**config.mk**
```make
export PLATFORM = sky130hd
export DESIGN_NAME = madio_port
export DESIGN_NICKNAME = d
export VERILOG_FILES = /design/src/madio_pkg.sv /design/src/madio_port.sv
export VERILOG_INCLUDE_DIRS = /design/src
export SDC_FILE = /design/constraint.sdc
export NUM_CORES = 1
export LEC_CHECK = 0
export BUFFER_PORTS_ARGS = -buffer_cell sky130_fd_sc_hd__buf_2
export CAP_MARGIN = 20
export CORE_UTILIZATION = 43
export DETAILED_ROUTE_END_ITERATION = 6
export GPL_ROUTABILITY_DRIVEN = 0
export MAX_ROUTING_LAYER = met4
export PLACE_DENSITY = 0.79
export SLEW_MARGIN = 20
export SYNTH_ARGS = -nofsm -noshare
export SYNTH_HDL_FRONTEND = slang
export SYNTH_SLANG_ARGS = --single-unit
```
**constraint.sdc**
```tcl
create_clock -name pclk -period 1.86 [get_ports pclk]
set_clock_uncertainty 0.2 [all_clocks]
set_input_delay 0.093 -clock pclk [delete_from_list [all_inputs] [get_ports pclk]]
set_output_delay 0.093 -clock pclk [all_outputs]
set_load 0.05 [all_outputs]
```
**src/madio_map.svh**
```systemverilog
// Register offsets, reset values and field constants of the address/IO port.
// Assumes a byte-addressed APB with 32-bit data, one word per register.
`ifndef MADIO_MAP_SVH
`define MADIO_MAP_SVH

`define MADIO_PORT_DIRECTION_ADDR 20'hEE000
`define MADIO_PORT_OUTPUT_DATA_ADDR 20'hFFFD0
`define MADIO_MODE_CTRL_ADDR 20'hFF000
`define MADIO_ADDR_WIDTH 20
`define MADIO_PORT_WIDTH 8
`define MADIO_DIR_RESET_EXPANDED 8'hFF
`define MADIO_DIR_RESET_SINGLE 8'h00
`define MADIO_DATA_RESET 8'h00
`define MADIO_DIR_READ_VALUE 8'hFF
`define MADIO_MODE_WIDTH 3
`define MADIO_MODE_ROM_EXP 3'h5
`define MADIO_MODE_SINGLE_LO 3'h6
`define MADIO_MODE_EXP_LO 3'h1
`define MADIO_MODE_EXP_HI 3'h4

`endif

```
**src/madio_pkg.sv**
```systemverilog
// Types shared by the address/IO port.
// Assumes madio_map.svh is compiled alongside.
package madio_pkg;

  typedef enum logic [1:0] {
    MADIO_CLASS_ADDR_BUS,
    MADIO_CLASS_ADDR_SEL,
    MADIO_CLASS_GPIO,
    MADIO_CLASS_NONE
  } madio_mode_class_t;

  typedef struct packed {
    logic [7:0] out;
    logic [7:0] oe_n;
  } madio_pins_t;

endpackage

```
**src/madio_port.sv**
```systemverilog
// Eight-pin port: low address byte output or per-pin general IO by mode.
// Assumes APB master on pclk, mode pins stable, standby levels from the
// system controller and bus controller address synchronous to pclk.
// Overview of operation
// - Modes 1 to 4 drive all eight pins as low address byte outputs.
// - Mode 5 drives address on pins with direction one, inputs elsewhere.
// - Mode 5 starts with every pin an input after reset.
// - Modes 6 and 7 make direction-one pins outputs, others inputs.
// - Modes 1 to 4 read direction as all ones and ignore writes.
// - Modes 5 to 7 accept direction writes, reads return all ones.
// - Reset and hardware standby load direction FF or 00 by mode.
// - Software standby keeps direction so outputs keep driving.
// - A general output pin drives its output data bit.
// - Data read gives pin level for inputs, stored bit for outputs.
// - Output data clears on reset and hardware standby, kept in software standby.
// - Direction register is eight bits, one per pin.
// - Dynamic memory row and column addresses appear on these pins.
//
// Added by the designer: the APB slave port.
`include "madio_map.svh"
`timescale 1ns/1ps
`default_nettype none

module madio_port
(
  input wire logic pclk,
  input wire logic presetn,
  input wire logic psel,
  input wire logic penable,
  input wire logic pwrite,
  input wire logic [31:0] paddr,
  input wire logic [31:0] pwdata,
  output logic [31:0] prdata,
  output logic pready,
  output logic pslverr,
  input wire logic [2:0] op_mode,
  input wire logic hw_standby,
  input wire logic sw_standby,
  input wire logic [7:0] bus_addr_low,
  input wire logic [7:0] low_address_byte_pins_in,
  output logic [7:0] low_address_byte_pins_out,
  output logic [7:0] low_address_byte_pins_oe_n
);

  // ----------------------------------------------------------------
  // Mode decode
  // ----------------------------------------------------------------
  madio_pkg::madio_mode_class_t mode_class;
  logic [7:0] port_direction_reg;
  logic [7:0] port_output_data_reg;
  logic [7:0] eff_dir;
  logic [7:0] pin_level;
  logic mode_ready;
  madio_pkg::madio_pins_t next_pins;

  always_comb
  begin
    if (op_mode >= `MADIO_MODE_EXP_LO && op_mode <= `MADIO_MODE_EXP_HI)
    begin
      mode_class = madio_pkg::MADIO_CLASS_ADDR_BUS;
    end
    else if (op_mode == `MADIO_MODE_ROM_EXP)
    begin
      mode_class = madio_pkg::MADIO_CLASS_ADDR_SEL;
    end
    else if (op_mode >= `MADIO_MODE_SINGLE_LO)
    begin
      mode_class = madio_pkg::MADIO_CLASS_GPIO;
    end
    else
    begin
      mode_class = madio_pkg::MADIO_CLASS_NONE;
    end
  end

  // Direction used for data reads: forced ones in address bus modes
  assign eff_dir = (mode_class == madio_pkg::MADIO_CLASS_ADDR_BUS) ?
                   `MADIO_DIR_READ_VALUE : port_direction_reg;

  // Mode value is taken after reset release, not under the reset
  always_ff @(posedge pclk or negedge presetn)
  begin
    if (!presetn)
    begin
      mode_ready <= 1'b0;
    end
    else
    begin
      mode_ready <= 1'b1;
    end
  end

  // ----------------------------------------------------------------
  // APB access
  // ----------------------------------------------------------------
  logic wr_en;
  logic rd_en;
  logic [19:0] addr_low;
  logic hit_dir;
  logic hit_data;
  logic hit_mode;

  assign addr_low = paddr[19:0];
  assign hit_dir = (addr_low == `MADIO_PORT_DIRECTION_ADDR);
  assign hit_data = (addr_low == `MADIO_PORT_OUTPUT_DATA_ADDR);
  assign hit_mode = (addr_low == `MADIO_MODE_CTRL_ADDR);
  assign wr_en = psel && penable && pwrite && pready;
  assign rd_en = psel && penable && !pwrite && pready;

  // One wait state: pready rises in the second access cycle
  always_ff @(posedge pclk or negedge presetn)
  begin
    if (!presetn)
    begin
      pready <= 1'b0;
    end
    else
    begin
      pready <= psel && !pready && !(penable && pready) && psel && penable;
    end
  end

  // ----------------------------------------------------------------
  // Direction register
  // ----------------------------------------------------------------
  always_ff @(posedge pclk or negedge presetn)
  begin
    if (!presetn)
    begin
      port_direction_reg <= `MADIO_DIR_RESET_SINGLE;
    end
    else if (!mode_ready || hw_standby)
    begin
      // Reset value depends on mode
      if (mode_class == madio_pkg::MADIO_CLASS_ADDR_BUS)
      begin
        port_direction_reg <= `MADIO_DIR_RESET_EXPANDED;
      end
      else
      begin
        port_direction_reg <= `MADIO_DIR_RESET_SINGLE;
      end
    end
    else if (wr_en && hit_dir && !sw_standby)
    begin
      if (mode_class == madio_pkg::MADIO_CLASS_ADDR_BUS)
      begin
        port_direction_reg <= `MADIO_DIR_RESET_EXPANDED;
      end
      else
      begin
        port_direction_reg <= pwdata[7:0];
      end
    end
  end

  // ----------------------------------------------------------------
  // Output data register
  // ----------------------------------------------------------------
  always_ff @(posedge pclk or negedge presetn)
  begin
    if (!presetn)
    begin
      port_output_data_reg <= `MADIO_DATA_RESET;
    end
    else if (hw_standby)
    begin
      port_output_data_reg <= `MADIO_DATA_RESET;
    end
    else if (wr_en && hit_data && !sw_standby)
    begin
      port_output_data_reg <= pwdata[7:0];
    end
  end

  // ----------------------------------------------------------------
  // Read data and error
  // ----------------------------------------------------------------
  always_ff @(posedge pclk or negedge presetn)
  begin
    if (!presetn)
    begin
      prdata <= 32'h0000_0000;
      pslverr <= 1'b0;
    end
    else if (psel && penable && !pready)
    begin
      pslverr <= !(hit_dir || hit_data || hit_mode);
      if (pwrite)
      begin
        prdata <= 32'h0000_0000;
      end
      else if (hit_dir)
      begin
        prdata <= {24'h00_0000, `MADIO_DIR_READ_VALUE};
      end
      else if (hit_data)
      begin
        prdata <= {24'h00_0000, pin_level};
      end
      else if (hit_mode)
      begin
        prdata <= {29'h0000_0000, op_mode};
      end
      else
      begin
        prdata <= 32'h0000_0000;
      end
    end
    else
    begin
      pslverr <= 1'b0;
    end
  end

  // ----------------------------------------------------------------
  // Pin drive, one generate per pin
  // ----------------------------------------------------------------
  genvar gi;
  generate
    for (gi = 0; gi < `MADIO_PORT_WIDTH; gi = gi + 1)
    begin : g_pin
      always_comb
      begin
        pin_level[gi] = eff_dir[gi] ? port_output_data_reg[gi] :
                        low_address_byte_pins_in[gi];
        next_pins.out[gi] = 1'b0;
        next_pins.oe_n[gi] = 1'b1;
        case (mode_class)
          madio_pkg::MADIO_CLASS_ADDR_BUS:
          begin
            // Row and column phases both arrive on bus_addr_low
            next_pins.out[gi] = bus_addr_low[gi];
            next_pins.oe_n[gi] = 1'b0;
          end
          madio_pkg::MADIO_CLASS_ADDR_SEL:
          begin
            next_pins.out[gi] = bus_addr_low[gi];
            next_pins.oe_n[gi] = !port_direction_reg[gi];
          end
          madio_pkg::MADIO_CLASS_GPIO:
          begin
            next_pins.out[gi] = port_output_data_reg[gi];
            next_pins.oe_n[gi] = !port_direction_reg[gi];
          end
          default:
          begin
            next_pins.out[gi] = 1'b0;
            next_pins.oe_n[gi] = 1'b1;
          end
        endcase
      end
    end
  endgenerate

  always_ff @(posedge pclk or negedge presetn)
  begin
    if (!presetn)
    begin
      low_address_byte_pins_out <= 8'h00;
      low_address_byte_pins_oe_n <= 8'hFF;
    end
    else
    begin
      low_address_byte_pins_out <= next_pins.out;
      low_address_byte_pins_oe_n <= next_pins.oe_n;
    end
  end

  // ----------------------------------------------------------------
  // Assertions
  // ----------------------------------------------------------------
  a_addr_mode_drive: assert property (@(posedge pclk) disable iff (!presetn)
    (mode_class == madio_pkg::MADIO_CLASS_ADDR_BUS) ##1
    ($past(mode_class) == madio_pkg::MADIO_CLASS_ADDR_BUS)
    |-> (low_address_byte_pins_oe_n == 8'h00 &&
         low_address_byte_pins_out == $past(bus_addr_low)))
    else $error("Address mode pins not driving bus address");
  a_mode5_select: assert property (@(posedge pclk) disable iff (!presetn)
    (mode_class == madio_pkg::MADIO_CLASS_ADDR_SEL)
    |=> (low_address_byte_pins_oe_n == ~$past(port_direction_reg)))
    else $error("Mode 5 pin enables do not follow direction");
  a_mode5_reset_in: assert property (@(posedge pclk) disable iff (!presetn)
    (!mode_ready && op_mode == `MADIO_MODE_ROM_EXP) |=> (port_direction_reg == 8'h00))
    else $error("Mode 5 direction not cleared after reset");
  a_gpio_dir: assert property (@(posedge pclk) disable iff (!presetn)
    (mode_class == madio_pkg::MADIO_CLASS_GPIO)
    |=> (low_address_byte_pins_oe_n == ~$past(port_direction_reg)))
    else $error("GPIO enables do not follow direction");
  a_dir_ignored: assert property (@(posedge pclk) disable iff (!presetn)
    (mode_ready && !hw_standby && mode_class == madio_pkg::MADIO_CLASS_ADDR_BUS)
    |=> (port_direction_reg == 8'hFF))
    else $error("Direction changed in address bus mode");
  a_dir_read_ones: assert property (@(posedge pclk) disable iff (!presetn)
    (psel && penable && !pready && !pwrite && hit_dir) |=> (prdata == 32'h0000_00FF))
    else $error("Direction read not all ones");
  a_hw_standby_data: assert property (@(posedge pclk) disable iff (!presetn)
    hw_standby |=> (port_output_data_reg == 8'h00))
    else $error("Data not cleared in hardware standby");
  a_sw_standby_keep: assert property (@(posedge pclk) disable iff (!presetn)
    (sw_standby && !hw_standby && mode_ready) |=> $stable(port_direction_reg))
    else $error("Direction changed in software standby");
  a_gpio_out: assert property (@(posedge pclk) disable iff (!presetn)
    (mode_class == madio_pkg::MADIO_CLASS_GPIO)
    |=> (low_address_byte_pins_out == $past(port_output_data_reg)))
    else $error("GPIO output not from data register");

  c_addr_mode: cover property (@(posedge pclk) disable iff (!presetn)
    mode_class == madio_pkg::MADIO_CLASS_ADDR_BUS ##1 wr_en && hit_dir);
  c_mode5_out: cover property (@(posedge pclk) disable iff (!presetn)
    mode_class == madio_pkg::MADIO_CLASS_ADDR_SEL && port_direction_reg != 8'h00);
  c_gpio_read: cover property (@(posedge pclk) disable iff (!presetn)
    mode_class == madio_pkg::MADIO_CLASS_GPIO && rd_en && hit_data);
  c_sw_standby: cover property (@(posedge pclk) disable iff (!presetn)
    sw_standby && wr_en && hit_data);

endmodule

`default_nettype wire

```
==> metrics.txt, run 1 <==
Final setup viols 0; Synth Cell Area 2320 um^2; crit path kind reg2reg; layout net count 431; CP max FO 9; setup repair bufs after CTS 0; Iteration-0 DRC Markers 150; simple-gate area share of the yosys netlist 19.7%; reg2reg start pready; Synth Area in XOR/XNOR 0%; CTS root buffer clkbuf_8; hold path cells 4; Fin. Hold Viols 0; setup slack after layout 0.108 ns; largest family of logic cells by synthesized area simple AND/OR/NAND/NOR gates; Arr. time, crit path 1.74 ns; Hold EP prdata[2]; RSZ-0062 raised after global routing no; Yosys top cell area share 37.8%; IO Pins 140; syn_area_per_cell 10.0 um^2; CTS Buf Count 5; Chip Height 75.5 um; CP Launch Type flop; Slew HR 62.1%; compound-cell area share of the yosys netlist 16.4%; P_leak 1.51 nW; Yosys reg bits 43; later-pin clock latency in the skew report 0.30 ns; Max VDD drop 0.540 mV; pre-CTS WS -0.0830 ns; hold crit path type in2reg; DIE WIDTH 75.5 um; drt total wl 5.80 mm; Initial Util 45.1%; gr usage total 22.2%; worst reg-to-reg setup slack 0.11 ns; internal cell power 1.79 mW; GRT overflow 0; CTS tree built; initial antenna violation count 0; CTS max path bufs 2; fraction of layout cells with a size suffix above 1 37.8%; EDFF count, synth 0; Detail Route Antenna Nets 0; vias per cell 5.12; die area 5690 um^2; top-count cell post-synth dfrtp_1; Post-synth top flop dfrtp_1; part of the cycle the worst path needs 94.2%; status completed; first-pass GRT wire length 8.93 mm; cell count after placement 381; Max Freq 571 MHz; Sw Share 33.2%; Area after DPL 2760 um^2; Comb pwr share 27.8%; # DRC 0; synth cell count leaders dfrtp_1 (35), a21oi_1 (30), buf_4 (25); area grow syn2layout 33.6%; HP Start op_mode[2]; MaxCap Viol Count 0; Final Slew Violations 0; Ys Warns 0; H-tree depth 2; ys async rst share 100%; std cell rows 26; synth top area cells dfrtp_1 (38%), dfstp_2 (9.1%), buf_4 (8.1%); Cell Count, Final, Fillers Out 409; vias 2094; Post-Syn Instances 232; Worst setup EP type flop; Reg power frac 40.5%; IO Port Bufs 79; post-layout minimum cycle time 1.75 ns; largest net degree at the start of global routing 19; post-layout instance area 3100 um^2; clock network fraction of design power 31.6%; antenna cells 0; Seq/Total Area, Yosys 46.8%; Cell variety after synth 41; Net Sw Power 0.887 mW; Clock Sinks 43; Reg clk slew, reported paths 0.08 ns; Worst Path Required 1.85 ns; FF-to-FF End port_direction_reg[4]; HPWL Detailed 4.27 mm; R2R cell count 5; TNS Setup 0 ns; Core Area 5140 um^2; Synth Area in Adders 1.62%; post-layout util 60.3%; Pwr Density 863 nW/um^2; post-synthesis mux area share 3.88%; Synth area leader dfrtp_1; Slew @ Worst Pin 0.567 ns; WL per Instance 14.2 um; number of global-route vias before repair 1950; Pre-Repair DR Iteration Count 5
critical path, stage by stage, from the launching register on:
cell and delay (ns):
dfrtp_2 0.36, and4_1 0.22, nand4bb_1 0.13, buf_4 0.18
or4_1 0.41, o211a_1 0.15
cell usage in the layout, fill, tap and decap left out, drive strengths merged, types with 3 or more instances in the layout:
cell type and instances:
a21oi 31, and4 4, inv 4, conb 25, or4 7, nand3 13, o21ai 9, nand2 3
ha 3, dfrtp 35, nor2b 3, clkbuf 6, nor3 3, a31oi 3, nand4 10, nor2 20
dfstp 8, mux2 8, o211a 7, dlygate4sd3 20, buf 93, a22oi 8
repair_timing:
action / in CTS / in global routing
endpoints found under the hold margin: 60 / 0
gates resized for setup: 0 / 1
hold buffers: 20 / 0
endpoints found under the setup margin: 0 / 4
metrics by stage:
step,total power [mW],hold WS [ns]
2_1_floorplan,1.65,-0.403
6_report,2.68,0.0324
3_3_place_gp,1.80,-0.169
5_1_grt,2.79,0.0472
3_5_place_dp,1.81,-0.161
4_1_cts,2.69,0.0156
layout make-up:
cell class / count / area, um^2
fill: 451 / 2040
clock inverter: 2 / 60.1
multi-input combinational: 170 / 1070
clock buffer: 6 / 72.6
inverter: 5 / 18.8
tap: 70 / 87.6
timing repair buffer: 113 / 701
sequential: 43 / 1090
cell families after synthesis:
kind of cell,Yosys count
buffers and inverters,42
AO/OA/AOI/OAI,61
AND/OR/NAND/NOR,73
flip-flops,43
adder cells (fa/ha/maj),3
other,2
multiplexers,8
worst max-delay path by stage:
stage	from	to	slack [ns]	cells past startpoint
after global placement	op_mode[0]	prdata[4]	-0.08	8
after detailed placement	op_mode[0]	prdata[4]	-0.08	8
after floorplan	op_mode[0]	port_direction_reg[0]	-0.04	7
after CTS	pready	port_output_data_reg[3]	0.05	4
after global routing	pready	port_direction_reg[4]	0.05	5
final	pready	port_direction_reg[4]	0.11	5
layer usage:
layer	up-vias	wire, um	track usage [%]
li1	1014	-	-
met1	972	2430	25.6
met2	98	2910	38.9
met3	10	368	4.10
met4	0	86	7.41
met5	-	0	-
power by group through the flow:
stage	clock network, mW	registers (mW)	logic (mW)
after floorplan	0	1.34	0.310
after CTS	0.861	1.08	0.744
after global routing	0.897	1.10	0.797
after detailed placement	0	1.10	0.709
after global placement	0	1.10	0.700
final	0.847	1.08	0.744
Power figures use the tool's default switching activity.
==> inputs of run 2 (changes only) <==
--- a/config.mk
+++ b/config.mk
@@ -8,11 +8,13 @@
 export LEC_CHECK = 0
 export BUFFER_PORTS_ARGS = -buffer_cell sky130_fd_sc_hd__buf_2
 export CAP_MARGIN = 20
-export CORE_UTILIZATION = 43
+export CORE_UTILIZATION = 45
+export CTS_BUF_LIST = sky130_fd_sc_hd__clkbuf_8
 export DETAILED_ROUTE_END_ITERATION = 6
 export GPL_ROUTABILITY_DRIVEN = 0
 export MAX_ROUTING_LAYER = met4
-export PLACE_DENSITY = 0.79
+export PLACE_DENSITY = 0.82
+export SKIP_LAST_GASP = 1
 export SLEW_MARGIN = 20
 export SYNTH_ARGS = -nofsm -noshare
 export SYNTH_HDL_FRONTEND = slang
==> run 2 against run 1 <==
Non-clock buffer count shrank 1. Sequential share of layout area grew 0.36 points. Clock power shrank 14%. Cell area shrank 1.0%. Final cell count shrank 0.98%. Utilization grew 3.0 points. Register-to-register slack is essentially flat. Hold slack lost 0.026 ns. Combinational power is essentially flat. Via count grew 1.9%. Routed wire length shrank 1.6%.
==> metrics.txt, run 2 (same netlist as run 1, synthesis figures left out) <==
Chip Height 73.8 um (-2.2%); internal cell power 1.65 mW (-7.7%); Initial Util 47.8% (+2.7 points); Iteration-0 DRC Markers 110 (-27%); Clock Sinks 43 (unchanged); area grow syn2layout 32.3%; Slew @ Worst Pin 0.581 ns (+0.0140 ns); WL met2 2.89 mm (-0.76%); post-layout instance area 3070 um^2 (-1.0%); Pwr Density 833 nW/um^2 (-3.5%); RSZ-0062 raised after global routing no; Max Freq 567 MHz (-0.71%); clock network fraction of design power 28.5% (-3.1 points); gr usage total 23.1% (+0.95 points); first-pass GRT wire length 9.05 mm (+1.3%); layout net count 430 (-0.23%); Final Slew Violations 0 (unchanged); Fin Hold WS 0.00633 ns (-0.0260 ns); setup repair bufs after CTS 0 (unchanged); Comb pwr share 29.1% (+1.3 points); Fillers 399 (-12%); Detail Route Antenna Nets 0 (unchanged); part of the cycle the worst path needs 94.9% (+0.67 points); fraction of layout cells with a size suffix above 1 38.5% (+0.70 points); post-layout util 63.3% (+3.0 points); CP delay by family, top simple AND/OR/NAND/NOR gates; std cell rows 25 (-3.8%); Final setup viols 0 (unchanged); slowest cell on the critical path or4_1; H-tree depth 2 (unchanged); crit path kind reg2reg; met3 routed WL 395 um (+7.3%); Area after DPL 2760 um^2 (-0.14%); most frequent cells in the layout buf_2 (79), dfrtp_1 (34), a21oi_1 (29), conb_1 (25), nor2_1 (20); Slew HR 61.1% (-0.94 points); IO Port Bufs 79 (unchanged); post-layout minimum cycle time 1.76 ns (+0.0126 ns); later-pin clock latency in the skew report 0.30 ns (about the same); IO Pins 140 (unchanged); Reg clk slew, reported paths 0.08 ns (about the same); CP Launch Type flop; vias per cell 5.27 (+2.9%); antenna cells 0 (unchanged); hold crit path type in2reg; WL per Instance 14.1 um (-0.60%); CTS root buffer clkbuf_8; CTS Buf Count 5 (unchanged); drt total wl 5.70 mm (-1.6%); Worst Path Required 1.85 ns (about the same); largest net degree at the start of global routing 21 (+2); Worst setup EP type flop; worst path cell trace and4_4, nand4bb_1, buf_4, or4_1, o211a_1; Top Metal Used met4; # DRC 0 (unchanged); DIE WIDTH 73.8 um (-2.2%); area taken by multi-input logic gates 1070 um^2 (+0.23%); CTS max path bufs 2 (unchanged); CP peak stage delay 0.41 ns (about the same); Net Sw Power 0.904 mW (+1.9%); P_leak 1.49 nW (-0.71%); MaxCap Viol Count 0 (unchanged); CTS tree built; CP max FO 9 (unchanged); die area 5450 um^2 (-4.3%); most common cell after layout, fill and taps aside buf_2; initial antenna violation count 0 (unchanged); vias 2133 (+1.9%); metal1 wirelength 2.29 mm (-5.9%); status completed; Reg power frac 42.4% (+1.9 points); Sw Share 35.4% (+2.2 points); GRT overflow 0 (unchanged); Fin. Hold Viols 0 (unchanged); number of global-route vias before repair 2012 (+3.2%); Worst Path Buf+Inv 1 (unchanged); HPWL Detailed 4.22 mm (-1.0%); Core Area 4850 um^2 (-5.7%); Max VDD drop 0.372 mV (-31%); Pre-Repair DR Iteration Count 4 (-1); Arr. time, crit path 1.76 ns (+0.02 ns); register area 1090 um^2 (unchanged)
[run 2: per-stage QoR]
step,setup TNS [ns],worst slack [ns],std cells,power (mW)
6_report,0,0.0952,405,2.56
5_1_grt,0,0.0108,405,2.66
4_1_cts,0,0.0147,405,2.56
3_5_place_dp,-1.53,-0.0961,378,1.81
3_3_place_gp,-1.13,-0.0939,378,1.80
2_1_floorplan,-0.315,-0.0450,255,1.65
[run 2: final timing paths]
check | from | endpoint | depth (start not counted) | slack (ns)
max in group asynchronous | presetn | low_address_byte_pins_oe_n[2] | 3 | 0.77
max reg2reg | pready | port_direction_reg[7] | 5 | 0.1
max | pready | port_direction_reg[7] | 5 | 0.1
min | op_mode[0] | prdata[0] | 4 | 0.006
min in group asynchronous | presetn | low_address_byte_pins_out[6] | 2 | 0.06
min reg2reg | port_direction_reg[5] | low_address_byte_pins_oe_n[5] | 1 | 0.25
[run 2: timing repair]
| action | in CTS | in global routing |
|---|---|---|
| setup endpoints to repair | 0 | 7 |
| gates resized for setup | 0 | 2 |
| hold buffers | 19 | 0 |
| endpoints found under the hold margin | 64 | 0 |
[run 2: worst min-delay path, cell delays in order]
cell and delay (ns):
buf_2 0.10, buf_4 0.13, nand3_1 0.06, a31oi_1 0.08
[run 2: cell type report]
type / count / area share (%)
sequential: 43 / 35.4
multi-input combinational: 170 / 35.0
timing repair buffer: 112 / 22.5
tap: 67 / 2.73
clock buffer: 5 / 2.24
clock inverter: 3 / 1.43
inverter: 5 / 0.612
[run 2: power by group through the flow]
| stage | Clock, mW | Sequential (mW) | Combinational, mW |
|---|---|---|---|
| 2_1_floorplan | 0 | 1.34 | 0.310 |
| 3_3_place_gp | 0 | 1.10 | 0.700 |
| 3_5_place_dp | 0 | 1.10 | 0.712 |
| 4_1_cts | 0.736 | 1.08 | 0.745 |
| 5_1_grt | 0.769 | 1.09 | 0.794 |
| 6_report | 0.727 | 1.08 | 0.744 |
[run 2: layer usage]
metal	track usage (%)	vias up
met5	-	-
met4	10.0	0
met3	3.98	12
met2	39.0	102
met1	27.1	1008
li1	-	1011
==> inputs of run 3 (changes only) <==
--- a/config.mk
+++ b/config.mk
@@ -8,7 +8,9 @@
 export LEC_CHECK = 0
 export BUFFER_PORTS_ARGS = -buffer_cell sky130_fd_sc_hd__buf_2
 export CAP_MARGIN = 20
-export CORE_UTILIZATION = 45
+export CELL_PAD_IN_SITES_DETAIL_PLACEMENT = 1
+export CELL_PAD_IN_SITES_GLOBAL_PLACEMENT = 1
+export CORE_UTILIZATION = 32
 export CTS_BUF_LIST = sky130_fd_sc_hd__clkbuf_8
 export DETAILED_ROUTE_END_ITERATION = 6
 export GPL_ROUTABILITY_DRIVEN = 0
==> run 3 against run 2 <==
Hold slack improved by 0.0075 ns. Sequential cell count unchanged. Final cell count grew 7.9%. Cell area is 1.4% higher. Fmax fell by 0.11%. Register-to-register slack about the same. Sequential power is essentially flat. Non-clock buffer count rose by 3. Global-route usage down 3.1 points. First-iteration DRC count down 46%. Via count up 2.9%. Largest cell class unchanged.
==> metrics.txt, run 3 (same netlist as run 1, synthesis figures left out) <==
status completed; Final Power 2.43 mW (-5.0%); IO Port Bufs 79 (unchanged); later-pin clock latency in the skew report 0.30 ns (about the same); most frequent cells in the layout buf_2 (79), dfrtp_1 (34), a21oi_1 (29), conb_1 (25), nor2_1 (20); Detail Route Antenna Nets 0 (unchanged); post-layout minimum cycle time 1.77 ns (+0.00187 ns); CTS Buf Count 5 (unchanged); Arr. time, crit path 1.76 ns (about the same); gr usage total 20.0% (-3.1 points); Chip Height 87.1 um (+18%); Final setup viols 0 (unchanged); IO Pins 140 (unchanged); hold crit path type in2reg; GRT overflow 0 (unchanged); CP max FO 9 (unchanged); Max Freq 566 MHz (-0.11%); vias per cell 5.02 (-4.6%); Core Area 6910 um^2 (+42%); TNS Setup 0 ns (unchanged); WL per Instance 15.5 um (+10%); Pwr Density 781 nW/um^2 (-6.3%); Fin. Hold Viols 0 (unchanged); Initial Util 33.6% (-14 points); vias 2195 (+2.9%); # DRC 0 (unchanged); hold path cells 4 (unchanged); Hold EP prdata[0]; H-tree depth 2 (unchanged); P_leak 1.50 nW (+0.43%); worst path cell trace and4_4, nand4bb_1, buf_4, or4_1, o211a_1; Top Metal Used met4; most common cell after layout, fill and taps aside buf_2; Pre-Repair DR Iteration Count 4 (unchanged); drt total wl 6.79 mm (+19%); FF-to-FF End port_direction_reg[3]; DIE WIDTH 87.1 um (+18%); HP Start op_mode[0]; die area 7590 um^2 (+39%); WL met2 3.50 mm (+21%); Slew HR 61.0% (-0.076 points); slowest cell on the critical path or4_1; met3 routed WL 368 um (-6.8%); std cell rows 30 (+20%); R2R cell count 5 (unchanged); Worst Path Required 1.85 ns (about the same); layout net count 433 (+0.70%); CTS max path bufs 2 (unchanged); first-pass GRT wire length 11.2 mm (+24%); setup repair bufs after CTS 0 (unchanged); fraction of layout cells with a size suffix above 1 39.0% (+0.54 points); Reg clk slew, reported paths 0.08 ns (about the same); Max VDD drop 0.336 mV (-9.7%); part of the cycle the worst path needs 95.0% (+0.10 points); reg2reg start pready; CTS tree built; Worst setup EP type flop; number of global-route vias before repair 2332 (+16%); CTS root buffer clkbuf_8; Slew @ Worst Pin 0.582 ns (+0.00113 ns); MaxCap Viol Count 0 (unchanged); RSZ-0062 raised after global routing no; metal1 wirelength 2.80 mm (+22%); initial antenna violation count 0 (unchanged); HPWL Detailed 5.09 mm (+21%); antenna cells 0 (unchanged); Iteration-0 DRC Markers 59 (-46%); Final Slew Violations 0 (unchanged); CP peak stage delay 0.41 ns (about the same); largest net degree at the start of global routing 24 (+14%); worst reg-to-reg setup slack 0.09 ns (about the same); crit path kind reg2reg; Clock Sinks 43 (unchanged); area grow syn2layout 34.1%; CP Launch Type flop
-- run 3: cell types whose count changed in the layout (fill, tap and decap cells not counted), sizes merged --
cell | previous run | this run
bufinv | 1 | 0
clkinv | 3 | 4
buf | 93 | 96
-- run 3: worst max-delay path by stage --
stage               start               endpoint
2_1_floorplan  op_mode[0]  port_direction_reg[0]
5_1_grt            pready  port_direction_reg[4]
4_1_cts            pready  port_direction_reg[3]
3_5_place_dp   op_mode[0]              prdata[4]
3_3_place_gp   op_mode[0]              prdata[4]
6_report           pready  port_direction_reg[3]
-- run 3: area by class of cell --
class	instances	area (um^2)
Tap cell	96	120
Timing Repair Buffer	115	726
Sequential cell	43	1090
Multi-Input combinational cell	170	1070
Clock buffer	5	68.8
Fill cell	840	3800
Clock inverter	3	15.0
Inverter	5	18.8
-- run 3: repair_timing --
item,in CTS,in global routing
resized for setup,1,1
gates cloned,0,0
endpoints found under the setup margin,1,3
endpoints found under the hold margin,46,0
hold buffers,19,0
-- run 3: power breakdown --
part | switching (mW) | internal (mW)
clock network | 0.324 | 0.257
registers | 0.0403 | 1.04
logic | 0.548 | 0.215
total | 0.912 | 1.52
-- run 3: per-stage QoR --
step	area (um^2)	instances	worst slack, ns	utilization, %	hold slack [ns]
after floorplan	2440	255	-0.0450	-	-0.403
after global placement	2830	410	-0.0932	41.0	-0.111
after detailed placement	2830	410	-0.117	41.0	-0.0976
after CTS	3110	437	0.0756	45.0	0.00325
after global routing	3110	437	0.0237	45.0	0.0142
final	3110	437	0.0933	45.0	0.0138
-- run 3: worst max-delay path, delay by kind of cell (launching register included) --
family	cells	cell delay, ns
and+or+nand+nor	3	0.76
DFF	1	0.37
buffers and inverters	1	0.18
AOI/OAI and AO/OA	1	0.14
-- run 3: routing by layer --
layer | global-route usage [%] | vias to the layer above
li1 | - | 1015
met1 | 22.9 | 1071
met2 | 35.6 | 98
met3 | 4.17 | 11
met4 | 5.51 | 0
met5 | - | -
